<file path="src/hw/crt_defs.svh">
// Purpose: offsets, reset values and timing counts of the cpu-bus responder
// Assumes: 250 MHz system clock, 32-bit Avalon-MM register port
// Notes: definitions only
`ifndef CRT_DEFS_SVH
`define CRT_DEFS_SVH

// ==========================================================
// register map (byte addresses)
`define CRT_OFS_CTRL 4'h0
`define CRT_OFS_MEMTOP 4'h4
`define CRT_OFS_STATUS 4'h8

// ==========================================================
// field positions and reset values
`define CRT_CTRL_DATA_RETRY_N_BIT 0
`define CRT_CTRL_RATIO_LSB 1
`define CRT_STAT_OWNER_BIT 0
`define CRT_STAT_BUSY_BIT 1
`define CRT_STAT_MEMSEL_BIT 5
`define CRT_CTRL_RST 32'h0000_0003
`define CRT_MEMTOP_RST 32'h0800_0000
`define CRT_RATIO_1TO1 2'h0
`define CRT_RATIO_2TO1 2'h1
`define CRT_RATIO_3TO1 2'h2

// ==========================================================
// clock limits and timing
`define CRT_CLK_MHZ 250
`define CRT_CPU_BUS_MAX_MHZ 66
`define CRT_PCI_BUS_MAX_MHZ 33
`define CRT_CLAIM_NS 8
`define CRT_CLAIM_CYC ((`CRT_CLAIM_NS * `CRT_CLK_MHZ + 999) / 1000)

// ==========================================================
// address decode boundaries
`define CRT_A_PCI_LO 32'h8000_0000
`define CRT_A_CFG0 32'h8080_0000
`define CRT_A_IO 32'h8100_0000
`define CRT_A_BCR 32'hbf80_0000
`define CRT_A_INTACK 32'hbfff_fff0
`define CRT_A_PMEM 32'hc000_0000
`define CRT_A_ROM 32'hffe0_0000
`define CRT_ALL_ONES 64'hffff_ffff_ffff_ffff

`endif

</file>
<file path="src/hw/crt_pkg.sv">
// Purpose: types shared by the cpu-bus responder and its bench
// Assumes: nothing
// Notes: constants live in crt_defs.svh
package crt_pkg;

    // ==========================================================
    // response class taken from the four transfer-kind bits
    typedef enum logic [2:0] {
        CLS_ADDR = 3'h0,
        CLS_WRITE = 3'h1,
        CLS_READ = 3'h2,
        CLS_KILL = 3'h3,
        CLS_ECO = 3'h4,
        CLS_ECI = 3'h5
    } crt_cls_type;

    // address-range target
    typedef enum logic [2:0] {
        TGT_MEM = 3'h0,
        TGT_PCI_IO = 3'h1,
        TGT_PCI_CFG = 3'h2,
        TGT_INTACK = 3'h3,
        TGT_PCI_MEM = 3'h4,
        TGT_ROM = 3'h5,
        TGT_BCR = 3'h6
    } crt_tgt_type;

    typedef enum logic [2:0] {
        S_IDLE = 3'h0,
        S_DECODE = 3'h1,
        S_WAIT = 3'h2,
        S_CHECK = 3'h3,
        S_CLAIM = 3'h4
    } crt_state_type;

    // one latched cpu-bus address tenure
    typedef struct packed {
        logic [3:0] code;
        logic extended_start_n;
        logic [31:0] addr;
    } crt_req_type;

    // operation handed to the memory or pci engine
    typedef struct packed {
        logic is_read;
        logic l2_inval;
        crt_tgt_type tgt;
        logic [31:0] addr;
    } crt_op_type;

endpackage

</file>
<file path="src/hw/crt_responder.sv">
// Purpose: cpu-bus slave, transfer-kind decode and response of the bridge
// Assumes: cpu bus runs synchronous to clk_sys_i; engines on same clock
// Notes: Avalon-MM slave holds mode, memory size and error status
//
// Behaviour
// - every cycle is classified as read, write or address-only response.
// - the fifth transfer-kind bit is ignored by classification.
// - class plus address range selects memory, pci, rom or register target.
// - address-only codes get address acknowledge only, nothing else.
// - codes 0001, 0011, 1001 are writes to memory or pci.
// - write-with-kill to memory also invalidates the level-two block.
// - read codes 0101, 0111, 1101, 1111 give identical reads.
// - external-control-out acked only when no other agent claims it.
// - external-control-in returns all ones when unclaimed, no pci.
// - bus ownership parks on the processor while idle.
// - only processor and snoop logic arbitrate for the bus.
// - one pipelined address held; memory writes are posted.
// - precise errors via error ack, imprecise via machine check.
// - extended-start transfers are refused as unsupported.
// - retry mode may present data that a later retry cancels.
// - no-retry mode acks read data only once it is final.
// - bus-to-pci ratio defaults 2:1, settable to 1:1 or 3:1.
// - cpu bus up to 66 MHz, pci up to 33 MHz.
// - unpopulated memory reads ones, drops writes, sets error bit 5.
//
// Register access over Avalon-MM and the placing of the registers were left to the implementer.
`timescale 1ns/1ps
`default_nettype none
`include "crt_defs.svh"

module crt_responder
    import crt_pkg::*;
(
    input wire logic clk_sys_i,
    input wire logic rst_i,
    input wire logic ts_n_i,
    input wire logic extended_start_n_i,
    input wire logic [3:0] xfer_kind_code_i,
    input wire logic xfer_kind_extra_bit_i,
    input wire logic [31:0] addr_i,
    input wire logic claimed_n_i,
    input wire logic cpu_br_n_i,
    input wire logic snoop_req_i,
    input wire logic eng_done_i,
    input wire logic eng_err_i,
    input wire logic eng_cancel_i,
    input wire logic [63:0] eng_rdata_i,
    input wire logic async_err_i,
    input wire logic [3:0] avs_address_i,
    input wire logic avs_read_i,
    input wire logic avs_write_i,
    input wire logic [31:0] avs_writedata_i,
    input wire logic [3:0] avs_byteenable_i,
    output logic [31:0] avs_readdata_o,
    output logic avs_waitrequest_o,
    output logic addr_ack_n_o,
    output logic xfer_ack_n_o,
    output logic xfer_error_ack_n_o,
    output logic machine_check_n_o,
    output logic data_retry_n_o,
    output logic cpu_bg_n_o,
    output logic snoop_gnt_o,
    output logic [63:0] data_o,
    output logic data_oe_o,
    output logic op_start_o,
    output crt_op_type op_o,
    output logic [1:0] pci_ratio_o
);

    // ==========================================================
    // decode functions

    // only the four code bits enter; the extra bit never does
    function automatic crt_cls_type cls_f(input logic [3:0] c);
        unique case (c)
            4'h1, 4'h3, 4'h9: cls_f = CLS_WRITE;
            4'h5, 4'h7, 4'hd, 4'hf: cls_f = CLS_READ;
            4'h6: cls_f = CLS_KILL;
            4'ha: cls_f = CLS_ECO;
            4'he: cls_f = CLS_ECI;
            default: cls_f = CLS_ADDR;
        endcase
    endfunction

    // coarse range map; rom window shown as rom, remote rom not modelled
    function automatic crt_tgt_type tgt_f(input logic [31:0] a);
        if (a < `CRT_A_PCI_LO) begin
            tgt_f = TGT_MEM;
        end else if (a < `CRT_A_CFG0) begin
            tgt_f = TGT_PCI_IO;
        end else if (a < `CRT_A_IO) begin
            tgt_f = TGT_PCI_CFG;
        end else if (a < `CRT_A_BCR) begin
            tgt_f = TGT_PCI_IO;
        end else if (a == `CRT_A_INTACK) begin
            tgt_f = TGT_INTACK;
        end else if (a < `CRT_A_PMEM) begin
            tgt_f = TGT_BCR;
        end else if (a < `CRT_A_ROM) begin
            tgt_f = TGT_PCI_MEM;
        end else begin
            tgt_f = TGT_ROM;
        end
    endfunction

    function automatic logic [31:0] be_f(input logic [31:0] o,
                                         input logic [31:0] n,
                                         input logic [3:0] be);
        logic [31:0] r;
        r = o;
        for (int i = 0; i < 4; i++) begin
            if (be[i]) begin
                r[8*i +: 8] = n[8*i +: 8];
            end
        end
        be_f = r;
    endfunction

    // ==========================================================
    // state and decode of the latched tenure
    crt_state_type state_r;
    crt_req_type cur_r;
    crt_req_type pend_r;
    logic pend_v_r;
    logic [31:0] ctrl_r;
    logic [31:0] memtop_r;
    logic memsel_err_r;
    logic memsel_set;
    logic [1:0] claim_cnt_r;
    logic snoop_own_r;
    crt_cls_type dec_cls;
    crt_tgt_type dec_tgt;
    logic dec_mem;
    logic dec_unpop;
    logic data_retry_n_mode;
    crt_req_type pin_req;

    assign pin_req = '{code: xfer_kind_code_i, extended_start_n: ~extended_start_n_i,
                       addr: addr_i};
    assign dec_cls = cls_f(cur_r.code);
    assign dec_tgt = tgt_f(cur_r.addr);
    assign dec_mem = (dec_tgt == TGT_MEM);
    assign dec_unpop = dec_mem && (cur_r.addr >= memtop_r);
    assign data_retry_n_mode = ctrl_r[`CRT_CTRL_DATA_RETRY_N_BIT];
    assign memsel_set = (state_r == S_DECODE) && !cur_r.extended_start_n && dec_unpop
                        && (dec_cls == CLS_READ || dec_cls == CLS_WRITE);

    // ==========================================================
    // tenure capture: one tenure in flight plus one queued
    always_ff @(posedge clk_sys_i or posedge rst_i) begin
        if (rst_i) begin
            cur_r <= '0;
            pend_r <= '0;
            pend_v_r <= 1'b0;
        end else if (state_r == S_IDLE) begin
            if (pend_v_r) begin
                cur_r <= pend_r;
                pend_v_r <= 1'b0;
            end else if (!ts_n_i) begin
                cur_r <= pin_req;
            end
        end else if (!ts_n_i && !pend_v_r) begin
            pend_r <= pin_req;
            pend_v_r <= 1'b1;
        end
    end

    // ==========================================================
    // response sequencer; acks are one-cycle active-low pulses
    always_ff @(posedge clk_sys_i or posedge rst_i) begin
        if (rst_i) begin
            state_r <= S_IDLE;
            addr_ack_n_o <= 1'b1;
            xfer_ack_n_o <= 1'b1;
            xfer_error_ack_n_o <= 1'b1;
            data_retry_n_o <= 1'b1;
            data_o <= '0;
            data_oe_o <= 1'b0;
            op_start_o <= 1'b0;
            op_o <= '0;
            claim_cnt_r <= '0;
        end else begin
            addr_ack_n_o <= 1'b1;
            xfer_ack_n_o <= 1'b1;
            xfer_error_ack_n_o <= 1'b1;
            data_retry_n_o <= 1'b1;
            data_oe_o <= 1'b0;
            op_start_o <= 1'b0;
            unique case (state_r)
                S_IDLE: begin
                    if (pend_v_r || !ts_n_i) begin
                        state_r <= S_DECODE;
                    end
                end
                S_DECODE: begin
                    addr_ack_n_o <= 1'b0;
                    op_o <= '{is_read: dec_cls == CLS_READ,
                              l2_inval: dec_mem
                                  && (cur_r.code == 4'h3
                                      || dec_cls == CLS_KILL),
                              tgt: dec_tgt, addr: cur_r.addr};
                    state_r <= S_IDLE;
                    if (cur_r.extended_start_n) begin
                        xfer_error_ack_n_o <= 1'b0;
                    end else begin
                        unique case (dec_cls)
                            CLS_ADDR: begin
                            end
                            CLS_KILL: begin
                                op_start_o <= dec_mem;
                            end
                            CLS_ECO, CLS_ECI: begin
                                addr_ack_n_o <= 1'b1;
                                claim_cnt_r <= 2'(`CRT_CLAIM_CYC);
                                state_r <= S_CLAIM;
                            end
                            CLS_WRITE: begin
                                if (dec_unpop) begin
                                    xfer_ack_n_o <= 1'b0;
                                end else if (dec_mem) begin
                                    op_start_o <= 1'b1;
                                    xfer_ack_n_o <= 1'b0;
                                end else begin
                                    op_start_o <= 1'b1;
                                    state_r <= S_WAIT;
                                end
                            end
                            CLS_READ: begin
                                if (dec_unpop) begin
                                    data_o <= `CRT_ALL_ONES;
                                    data_oe_o <= 1'b1;
                                    xfer_ack_n_o <= 1'b0;
                                end else begin
                                    op_start_o <= 1'b1;
                                    state_r <= S_WAIT;
                                end
                            end
                        endcase
                    end
                end
                S_CLAIM: begin
                    // another agent owns the cycle; stay silent
                    if (!claimed_n_i) begin
                        state_r <= S_IDLE;
                    end else if (claim_cnt_r <= 2'h1) begin
                        addr_ack_n_o <= 1'b0;
                        xfer_ack_n_o <= 1'b0;
                        if (cur_r.code == 4'he) begin
                            data_o <= `CRT_ALL_ONES;
                            data_oe_o <= 1'b1;
                        end
                        state_r <= S_IDLE;
                    end else begin
                        claim_cnt_r <= claim_cnt_r - 2'h1;
                    end
                end
                S_WAIT: begin
                    if (eng_done_i) begin
                        if (eng_err_i) begin
                            xfer_error_ack_n_o <= 1'b0;
                            state_r <= S_IDLE;
                        end else if (!op_o.is_read) begin
                            xfer_ack_n_o <= 1'b0;
                            state_r <= S_IDLE;
                        end else begin
                            data_o <= eng_rdata_i;
                            data_oe_o <= data_retry_n_mode;
                            xfer_ack_n_o <= !data_retry_n_mode;
                            state_r <= S_CHECK;
                        end
                    end
                end
                S_CHECK: begin
                    // cancel window: one cycle after the engine's data
                    if (eng_cancel_i) begin
                        data_retry_n_o <= !data_retry_n_mode;
                        state_r <= S_WAIT;
                    end else begin
                        if (!data_retry_n_mode) begin
                            data_oe_o <= 1'b1;
                            xfer_ack_n_o <= 1'b0;
                        end
                        state_r <= S_IDLE;
                    end
                end
                default: begin
                    state_r <= S_IDLE;
                end
            endcase
        end
    end

    // ==========================================================
    // bus parking: snoop logic only takes an idle bus
    always_ff @(posedge clk_sys_i or posedge rst_i) begin
        if (rst_i) begin
            snoop_own_r <= 1'b0;
            cpu_bg_n_o <= 1'b0;
            snoop_gnt_o <= 1'b0;
        end else begin
            if (!snoop_req_i) begin
                snoop_own_r <= 1'b0;
                cpu_bg_n_o <= 1'b0;
                snoop_gnt_o <= 1'b0;
            end else if (state_r == S_IDLE && ts_n_i && !pend_v_r
                         && cpu_br_n_i) begin
                snoop_own_r <= 1'b1;
                cpu_bg_n_o <= 1'b1;
                snoop_gnt_o <= 1'b1;
            end
        end
    end

    // ==========================================================
    // imprecise errors from posted work
    always_ff @(posedge clk_sys_i or posedge rst_i) begin
        if (rst_i) begin
            machine_check_n_o <= 1'b1;
        end else begin
            machine_check_n_o <= !async_err_i;
        end
    end

    // ==========================================================
    // Avalon slave: answer one cycle after the request is seen
    logic wr_now;
    assign wr_now = avs_write_i && !avs_waitrequest_o;

    always_ff @(posedge clk_sys_i or posedge rst_i) begin
        if (rst_i) begin
            avs_waitrequest_o <= 1'b1;
            avs_readdata_o <= '0;
            ctrl_r <= `CRT_CTRL_RST;
            memtop_r <= `CRT_MEMTOP_RST;
            pci_ratio_o <= `CRT_RATIO_2TO1;
        end else begin
            avs_waitrequest_o <= !((avs_read_i || avs_write_i)
                                   && avs_waitrequest_o);
            avs_readdata_o <= '0;
            if (avs_read_i && avs_waitrequest_o) begin
                unique case (avs_address_i)
                    `CRT_OFS_CTRL: avs_readdata_o <= ctrl_r;
                    `CRT_OFS_MEMTOP: avs_readdata_o <= memtop_r;
                    `CRT_OFS_STATUS: begin
                        avs_readdata_o[`CRT_STAT_OWNER_BIT] <= snoop_own_r;
                        avs_readdata_o[`CRT_STAT_BUSY_BIT] <=
                            (state_r != S_IDLE);
                        avs_readdata_o[`CRT_STAT_MEMSEL_BIT] <= memsel_err_r;
                    end
                    default: avs_readdata_o <= '0;
                endcase
            end
            if (wr_now && avs_address_i == `CRT_OFS_CTRL) begin
                ctrl_r <= be_f(ctrl_r, avs_writedata_i, avs_byteenable_i);
            end
            if (wr_now && avs_address_i == `CRT_OFS_MEMTOP) begin
                memtop_r <= be_f(memtop_r, avs_writedata_i,
                                 avs_byteenable_i);
            end
            // ratio beyond 3:1 is not a legal setting; keep the old one
            if (ctrl_r[`CRT_CTRL_RATIO_LSB +: 2] != 2'h3) begin
                pci_ratio_o <= ctrl_r[`CRT_CTRL_RATIO_LSB +: 2];
            end
        end
    end

    // sticky memory-select error; a new event beats the clear
    always_ff @(posedge clk_sys_i or posedge rst_i) begin
        if (rst_i) begin
            memsel_err_r <= 1'b0;
        end else if (memsel_set) begin
            memsel_err_r <= 1'b1;
        end else if (wr_now && avs_address_i == `CRT_OFS_STATUS
                     && avs_byteenable_i[0]
                     && avs_writedata_i[`CRT_STAT_MEMSEL_BIT]) begin
            memsel_err_r <= 1'b0;
        end
    end
endmodule

`default_nettype wire

</file>
<file path="config.mk">
export PLATFORM = sky130hd
export DESIGN_NAME = crt_responder
export DESIGN_NICKNAME = d
export VERILOG_FILES = /design/src/hw/crt_pkg.sv /design/src/hw/crt_responder.sv
export VERILOG_INCLUDE_DIRS = /design/src /design/src/hw
export SDC_FILE = /design/constraint.sdc
export NUM_CORES = 1
export LEC_CHECK = 0
export ABC_AREA = 1
export BUFFER_PORTS_ARGS = -buffer_cell sky130_fd_sc_hd__buf_2
export CAP_MARGIN = 20
export CORE_ASPECT_RATIO = 1.4
export CORE_MARGIN = 5
export CORE_UTILIZATION = 55
export DETAILED_ROUTE_END_ITERATION = 16
export HOLD_SLACK_MARGIN = 0.08
export PLACE_DENSITY = 0.81
export SKIP_CTS_REPAIR_TIMING = 1
export SLEW_MARGIN = 5
export SYNTH_ARGS = -nofsm -noshare
export SYNTH_HDL_FRONTEND = slang
export SYNTH_SLANG_ARGS = --single-unit
</file>
<file path="constraint.sdc">
create_clock -name clk_sys_i -period 15.18 [get_ports clk_sys_i]
set_clock_uncertainty 0.15 [all_clocks]
set_input_delay 3.036 -clock clk_sys_i [delete_from_list [all_inputs] [get_ports clk_sys_i]]
set_output_delay 3.036 -clock clk_sys_i [all_outputs]
set_load 0.01 [all_outputs]
</file>
# After elaboration in Yosys (flattened, before gate mapping)
# Memories as Yosys holds them, arrays and structs flattened.
# Cells that the tools add are included.
# word_totals
register_bits	289
romBits	48
out_inout_bits	145
n_memories	1
# mem_list
name	words	width	rd	rd_clocked_by_memory_dff	write_ports	line_no	source
(no name shown)	16	3	1	0	0	crt_responder.sv:75	unique case (c)
# op_classes
add_sub_neg	1
magnitude_cmp	8
eq_ne	30
muxes	85
bitwise	2
reduce_logical	51
# op_table
operator	count
64-bit 2-to-1 mux	9
32-bit less-than comparator, second input constant	6
64-bit case mux with 3 select lines	1
37-bit 2-to-1 mux	2
26-bit case mux with 2 select lines	1
1-bit 2-to-1 mux	38
32-bit == test, second input constant	1
32-bit >= comparator	1
32-bit 2-to-1 mux	1
3-bit 2-to-1 mux	10
2-bit 2-to-1 mux	11
2-bit inequality test, second input constant	11
2-bit AND reduction	10
1-bit logical AND	17
3-bit case mux with 5 select lines	1
3-bit by 2-bit == test with 1-bit output, second input constant	4
10-bit AND reduction	1
3-bit == test, second input constant	3
3-bit case mux with 3 select lines	1
4-bit == test, second input constant	2
2-bit by 1-bit inequality test with 1-bit output, second input constant	4
1-bit case mux with 2 select lines	4
1-bit case mux with 4 select lines	2
1-bit zero test	7
19 further kinds	29

# Longest topological paths before layout
# Gate-level depths: netlist of run 1.
# depth
word_depth	14
depth_mapped	18

# Worst setup path after synthesis of run 1
# No wires, ideal clock.
# synth_timing
path_kind	input -> register
from	input port avs_address_i[1]
to	register memtop_r[1]
setup_time_ns	0.132
t_arrival_ns	4.307
required_ns	14.898
slack_ns	10.592
stages	9
path_buffers	1
path_cell_list	nor2_1 inv_1 nor3_2 inv_1 nor2_1 inv_1 nor2_1 clkbuf_1 o21ai_0
# synth_via
elab_chain_cells	3
# synth_lines
element	line_no	source
start, declared	crt_responder.sv:49	input wire logic [3:0] avs_address_i,
4-bit by 3-bit == test with 1-bit output	-	
1-bit logical AND (no source line)	-	
2-bit AND reduction (no source line)	-	
end signal, assigned	crt_responder.sv:334	memtop_r <= `CRT_MEMTOP_RST;
end signal, assigned	crt_responder.sv:357	memtop_r <= be_f(memtop_r, avs_writedata_i,
end, declared	crt_responder.sv:126	logic [31:0] memtop_r;
# Every way passes these cells.
# A chain may end at the register's enable or synchronous reset.

# Worst setup path after layout of run 1
# layout_timing
from	input port avs_address_i[1]
to	register memtop_r[2]
# Same word-level chain as after synthesis.

==> results of run 1 <==
[where the power goes]
| part | total (W) | switching (W) | internal [W] |
|---|---|---|---|
| Clock | 0.000686 | 0.000283 | 0.000402 |
| Combinational | 0.00126 | 0.000807 | 0.000455 |
| Sequential | 0.00124 | 0.000178 | 0.00106 |
| Total | 0.00319 | 0.00127 | 0.00192 |
[metrics by stage]
step	setup slack, ps	utilization	power, W
floorplan	4033	-	0.002068
global placement	8936	0.6277	0.002434
detailed placement	8937	0.6284	0.002491
CTS	9481	0.6675	0.003200
global route	9828	0.6717	0.003432
finish	10080	0.6717	0.003191
[critical path: stages]
cell	delay [ps]
buf_2	100
nor2_1	200
inv_1	150
nor3_4	360
inv_1	140
nor2_1	410
inv_1	110
nor2_1	620
o21ai_0	180
[routing by layer]
metal	wire length (µm)	vias up	part of all wire	global-route usage
met5	13	-	0.00038	0
met2	17140	457	0.50	0.4416
li1	-	5259	-	-
met1	13280	5224	0.38	0.3204
met3	2442	97	0.071	0.04165
met4	1681	2	0.049	0.1092
[worst max path at each step]
stage	start	endpoint	cells past startpoint	slack, ps
5_1_grt	avs_address_i[1]	memtop_r[2]	9	9830
3_3_place_gp	avs_address_i[1]	memtop_r[1]	9	8940
6_report	avs_address_i[1]	memtop_r[2]	9	10080
2_1_floorplan	rst_i	avs_readdata_o[0]	1	4030
4_1_cts	avs_address_i[1]	memtop_r[2]	9	9480
3_5_place_dp	avs_address_i[1]	memtop_r[2]	9	8940
[synthesized netlist by cell type, types with 10 or more instances]
| cell type | count |
|---|---|
| nand2_1 | 318 |
| o21ai_1 | 10 |
| ha_1 | 33 |
| dfstp_2 | 10 |
| clkbuf_1 | 57 |
| a21oi_1 | 45 |
| o211ai_1 | 104 |
| nand4_1 | 11 |
| buf_2 | 11 |
| nor2_1 | 47 |
| dfrtp_1 | 279 |
| nand3_1 | 14 |
| inv_1 | 243 |
| o21ai_0 | 231 |
[flip-flops by register name, summed over array words and instances (netlist names), 3 cells and up]
| signal | count |
|---|---|
| data_o | 64 |
| cur_r | 37 |
| op_o | 37 |
| pend_r | 37 |
| avs_readdata_o | 32 |
| ctrl_r | 32 |
| memtop_r | 32 |
| state_r | 3 |
[cells by family (layout without fill, tap and decap cells)]
| group | count (synthesis) | in the layout | synth area share |
|---|---|---|---|
| flip-flops | 289 | 289 | 0.5639 |
| buffers and inverters | 320 | 605 | 0.09661 |
| other | 0 | 1 | 0 |
| adder cells (fa/ha/maj) | 33 | 33 | 0.03214 |
| AND/OR/NAND/NOR | 405 | 405 | 0.1255 |
| AO/OA/AOI/OAI | 407 | 407 | 0.1818 |
[area by class of cell]
type                            count  area (µm²)  area share
Sequential cell                   289        7244      0.4664
Multi-Input combinational cell    845        4405      0.2837
Timing Repair Buffer              311        1664      0.1071
Inverter                          245       927.1     0.05970
Clock buffer                       37       763.2     0.04914
Tap cell                          306       382.9     0.02465
Clock inverter                     12       141.4    0.009103
Antenna cell                        1       2.502   0.0001611
==> results.json, run 1 <==
{
  "crit_arrival_ps": 5320,
  "routabilityCongestion": 0.9239,
  "finalSetupTns_ps": 0,
  "gr-total-overflow": 0,
  "avgSynthCellArea_um2": 8.836,
  "fillers": 1813,
  "final_antenna_net_count": 0,
  "rsz0062_at_grt": "no",
  "fin_area_um2": 15530,
  "cts_buffers": 27,
  "clk_pin_slew_ps": 60,
  "vias_per_cell": 5.395,
  "grt_start_max_net_pins": 139,
  "setup_viol": 0,
  "drc_errors": 0,
  "r2r_setup_slack_ps": 11960,
  "grt_pass1_vias": 10760,
  "power_density_nw_per_um2": 205.4,
  "die_h_um": 190.8,
  "min_to": "ctrl_r[3]",
  "cts_tree": "built",
  "hpwl_um": 24900,
  "synth_top_area_frac": 0.5434,
  "vias": 11040,
  "end_kind": "register",
  "synthTopCellsByArea": "dfrtp_1, nand2_1, o21ai_0, inv_1, o211ai_1",
  "root_buffer": "clkbuf_16",
  "synth_top_area_cell": "dfrtp_1",
  "antenna_found_initial": 2,
  "final_common_cell": "nand2_1",
  "ys_ff_latch": 289,
  "hold_viol": 0,
  "drt_pre_antenna_iters": 5,
  "hold_class": "register to register",
  "synthArstFlopShare": 1.000,
  "tightest_slew_ps": 959.4,
  "synth_nets": 1641,
  "irDropWorstVdd_mv": 0.1251,
  "timing.final.crit_period_ps": 5097,
  "die_area_um2": 26560,
  "synthesis.area_um2": 12850,
  "clkLatencyLatePin_ps": 530,
  "relSlewSlack": 0.3604,
  "die_x_um": 139.2,
  "grt.total_usage": 0.2557,
  "hold_slack_ps": 322.1,
  "dpl.cell_count": 1992,
  "startpoint_type": "input port",
  "r2r_cells": 11,
  "slew_viol_final": 0,
  "ioPinCount": 299,
  "critPathMaxFanout": 15,
  "worst-endpoint-required_ps": 15400,
  "htree_num_levels": 1,
  "hold_path_depth": 2,
  "placed_area_um2": 14530,
  "cap_viol_max_count": 0,
  "rr_startpoint": "state_r[2]",
  "drt_iter0_drc": 640,
  "port_buffers": 297,
  "leakage_nw": 8.014,
  "grt_pass1_wl_um": 55340,
  "outcome": "complete, no violations",
  "fin_nets": 1906,
  "crit_type": "input port to register",
  "drive_gt1_frac": 0.2174,
  "wl_per_cell_um": 16.89,
  "rows": 66,
  "instances_no_fill": 2046,
  "hold_path.startpoint": "ctrl_r[3]",
  "min_period_over_period": 0.3358,
  "cts_sinks": 289,
  "max_freq_mhz": 196.2,
  "reg2reg_to": "data_o[30]",
  "layout_common_cells": "nand2_1, buf_2, dfrtp_1",
  "start_util": 0.5556,
  "synth_cells": 1454,
  "ys_types": 30,
  "synth_top_flop_cell": "dfrtp_1",
  "yosysSeqAreaShare": 0.5639,
  "wl_um": 34550,
  "synth-warning-count": 0,
  "synth_edf_count": 0,
  "core_um2": 23120,
  "syn_to_final_growth_pct": 20.89,
  "clk_path_buf_depth": 3
}
Power figures use the tool's default switching activity.
==> run 2: changes to the inputs <==
--- a/config.mk
+++ b/config.mk
@@ -11,10 +11,10 @@
 export CAP_MARGIN = 20
 export CORE_ASPECT_RATIO = 1.4
 export CORE_MARGIN = 5
-export CORE_UTILIZATION = 55
+export CORE_UTILIZATION = 49
 export DETAILED_ROUTE_END_ITERATION = 16
 export HOLD_SLACK_MARGIN = 0.08
-export PLACE_DENSITY = 0.81
+export PLACE_DENSITY = 0.77
 export SKIP_CTS_REPAIR_TIMING = 1
 export SLEW_MARGIN = 5
 export SYNTH_ARGS = -nofsm -noshare
==> constraint.sdc (replaced) <==
create_clock -name clk_sys_i -period 4.4 [get_ports clk_sys_i]
set_clock_uncertainty 0.15 [all_clocks]
set_input_delay 0.88 -clock clk_sys_i [delete_from_list [all_inputs] [get_ports clk_sys_i]]
set_output_delay 0.88 -clock clk_sys_i [all_outputs]
set_load 0.01 [all_outputs]
==> results.json, run 2 (synthesis gave the netlist of run 1 again) <==
{
  "reg2reg_to": "data_o[52]",
  "outcome": "complete, no violations",
  "layout_common_cells": "nand2_1, buf_2, dfrtp_1",
  "setup_viol": 0,
  "hold_viol": 0,
  "critPathMaxFanout": 64,
  "wl_um": 35160,
  "cts_tree": "built",
  "grt_util_met2": 0.4117,
  "instances_no_fill": 2069,
  "critical-path-top-delay-family": "simple AND/OR/NAND/NOR gates",
  "max_freq_mhz": 332.1,
  "dpl.cell_count": 2014,
  "switchingPower_w": 0.004430,
  "leakage_nw": 8.028,
  "clk_path_buf_depth": 3,
  "hold_slack_ps": 285.2,
  "vias_per_cell": 5.287,
  "min_to": "machine_check_n_o",
  "grt_pass1_wl_um": 56430,
  "fin_area_um2": 15590,
  "grt_pass1_vias": 10920,
  "hold_path_depth": 2,
  "final_antenna_net_count": 0,
  "grt_start_max_net_pins": 157,
  "irDropWorstVdd_mv": 0.3750,
  "crit_buf_inv": 1,
  "worst_slack_ps": 1389,
  "worst-endpoint-required_ps": 4640,
  "syn_to_final_growth_pct": 21.33,
  "fillers": 2235,
  "relSlewSlack": 0.4085,
  "gr-total-overflow": 0,
  "final_common_cell": "nand2_1",
  "cap_viol_max_count": 0,
  "tightest_slew_ps": 885.1,
  "drt_pre_antenna_iters": 5,
  "r2r_setup_slack_ps": 1390,
  "hold_class": "input port to register",
  "min_period_over_period": 0.6844,
  "port_buffers": 297,
  "htree_num_levels": 1,
  "grt_use_met1": 0.2778,
  "cts_buffers": 28,
  "core_um2": 26010,
  "placed_area_um2": 14610,
  "drc_errors": 0,
  "rsz0062_at_grt": "no",
  "die_area_um2": 29600,
  "seqCellArea_um2": 7244,
  "vias": 10940,
  "cts_sinks": 289,
  "drt_iter0_drc": 704,
  "gr-usage-met3": 0.03875,
  "p_clk_frac": 0.221,
  "busiest_layer": "met2",
  "hpwl_um": 25320,
  "ioPinCount": 299,
  "cp_slowest_cell": "buf_4",
  "rows": 70,
  "grt.total_usage": 0.2334,
  "crit_chain": "ha_1, nand2_1, nor2_1, nand2_1, nand2_1, nand2_1, nand2_1, nand2_1, nand3_1, nand2_1, a21boi_4, buf_4, o21ai_0",
  "rr_startpoint": "cur_r[7]",
  "startpoint_type": "register",
  "preCtsSetupSlack_ps": 1201,
  "regMostFlops": "data_o",
  "clkLatencyLatePin_ps": 550,
  "slew_viol_final": 0,
  "die_h_um": 201.6,
  "start_util": 0.4939,
  "wl_per_cell_um": 17.00,
  "comb_power_share": 0.392,
  "critPathMostFrequentCell": "nand2_1",
  "finalSetupTns_ps": 0,
  "die_x_um": 146.9,
  "routabilityCongestion": 0.9043,
  "max_stage_delay_ps": 490,
  "r2r_cells": 13,
  "pwr-share-seq": 0.386,
  "crit_arrival_ps": 3250,
  "largest_register_ffs": 64,
  "drive_gt1_frac": 0.2192,
  "fin_nets": 1908,
  "power_density_nw_per_um2": 712.9,
  "hold_path.startpoint": "async_err_i",
  "p_int_w": 0.006683,
  "netSwitchingFraction": 0.3986,
  "root_buffer": "clkbuf_16",
  "multi_input_area_um2": 4405,
  "timing.final.crit_period_ps": 3011,
  "crit_type": "register to register",
  "antenna_found_initial": 2,
  "clk_pin_slew_ps": 60,
  "end_kind": "register"
}
run 2: final cells by class:
| cell class | count | share of cell area |
|---|---|---|
| Antenna cell | 2 | 0.0003211 |
| Clock buffer | 41 | 0.05394 |
| Clock inverter | 11 | 0.007305 |
| Inverter | 245 | 0.05924 |
| Multi-Input combinational cell | 845 | 0.2826 |
| Sequential cell | 289 | 0.4648 |
| Tap cell | 324 | 0.02601 |
| Timing Repair Buffer | 312 | 0.1058 |
run 2: worst max-delay path by stage:
stage | to | start | cells past startpoint | slack [ps]
final | data_o[52] | cur_r[7] | 13 | 1390
after global placement | data_o[39] | memtop_r[27] | 12 | 1100
after detailed placement | data_o[52] | state_r[2] | 9 | 1200
after global routing | data_o[62] | memtop_r[27] | 13 | 1240
after floorplan | avs_readdata_o[0] | rst_i | 1 | -460
after CTS | data_o[52] | state_r[2] | 9 | 1190
run 2: power by group through the flow:
stage	sequential (W)	combinational (W)	clock (W)
finish	0.00429	0.00436	0.00246
global placement	0.00429	0.00417	0
CTS	0.00429	0.00439	0.00251
global route	0.00440	0.00493	0.00263
detailed placement	0.00433	0.00435	0
floorplan	0.00441	0.00273	0
run 2: per-stage QoR:
stage / util / total power (W)
after detailed placement: 0.5616 / 0.008675
final: 0.5992 / 0.01111
after global placement: 0.5608 / 0.008455
after global routing: 0.5992 / 0.01195
after CTS: 0.5983 / 0.01119
after floorplan: - / 0.007135
run 2: metal layers:
metal  share of wire  vias up  wire length (µm)
met5               0        -                 0
met4           0.045        0              1574
met3           0.066       79              2310
met2            0.51      390             18110
met1            0.37     5212             13170
li1                -     5257                 -
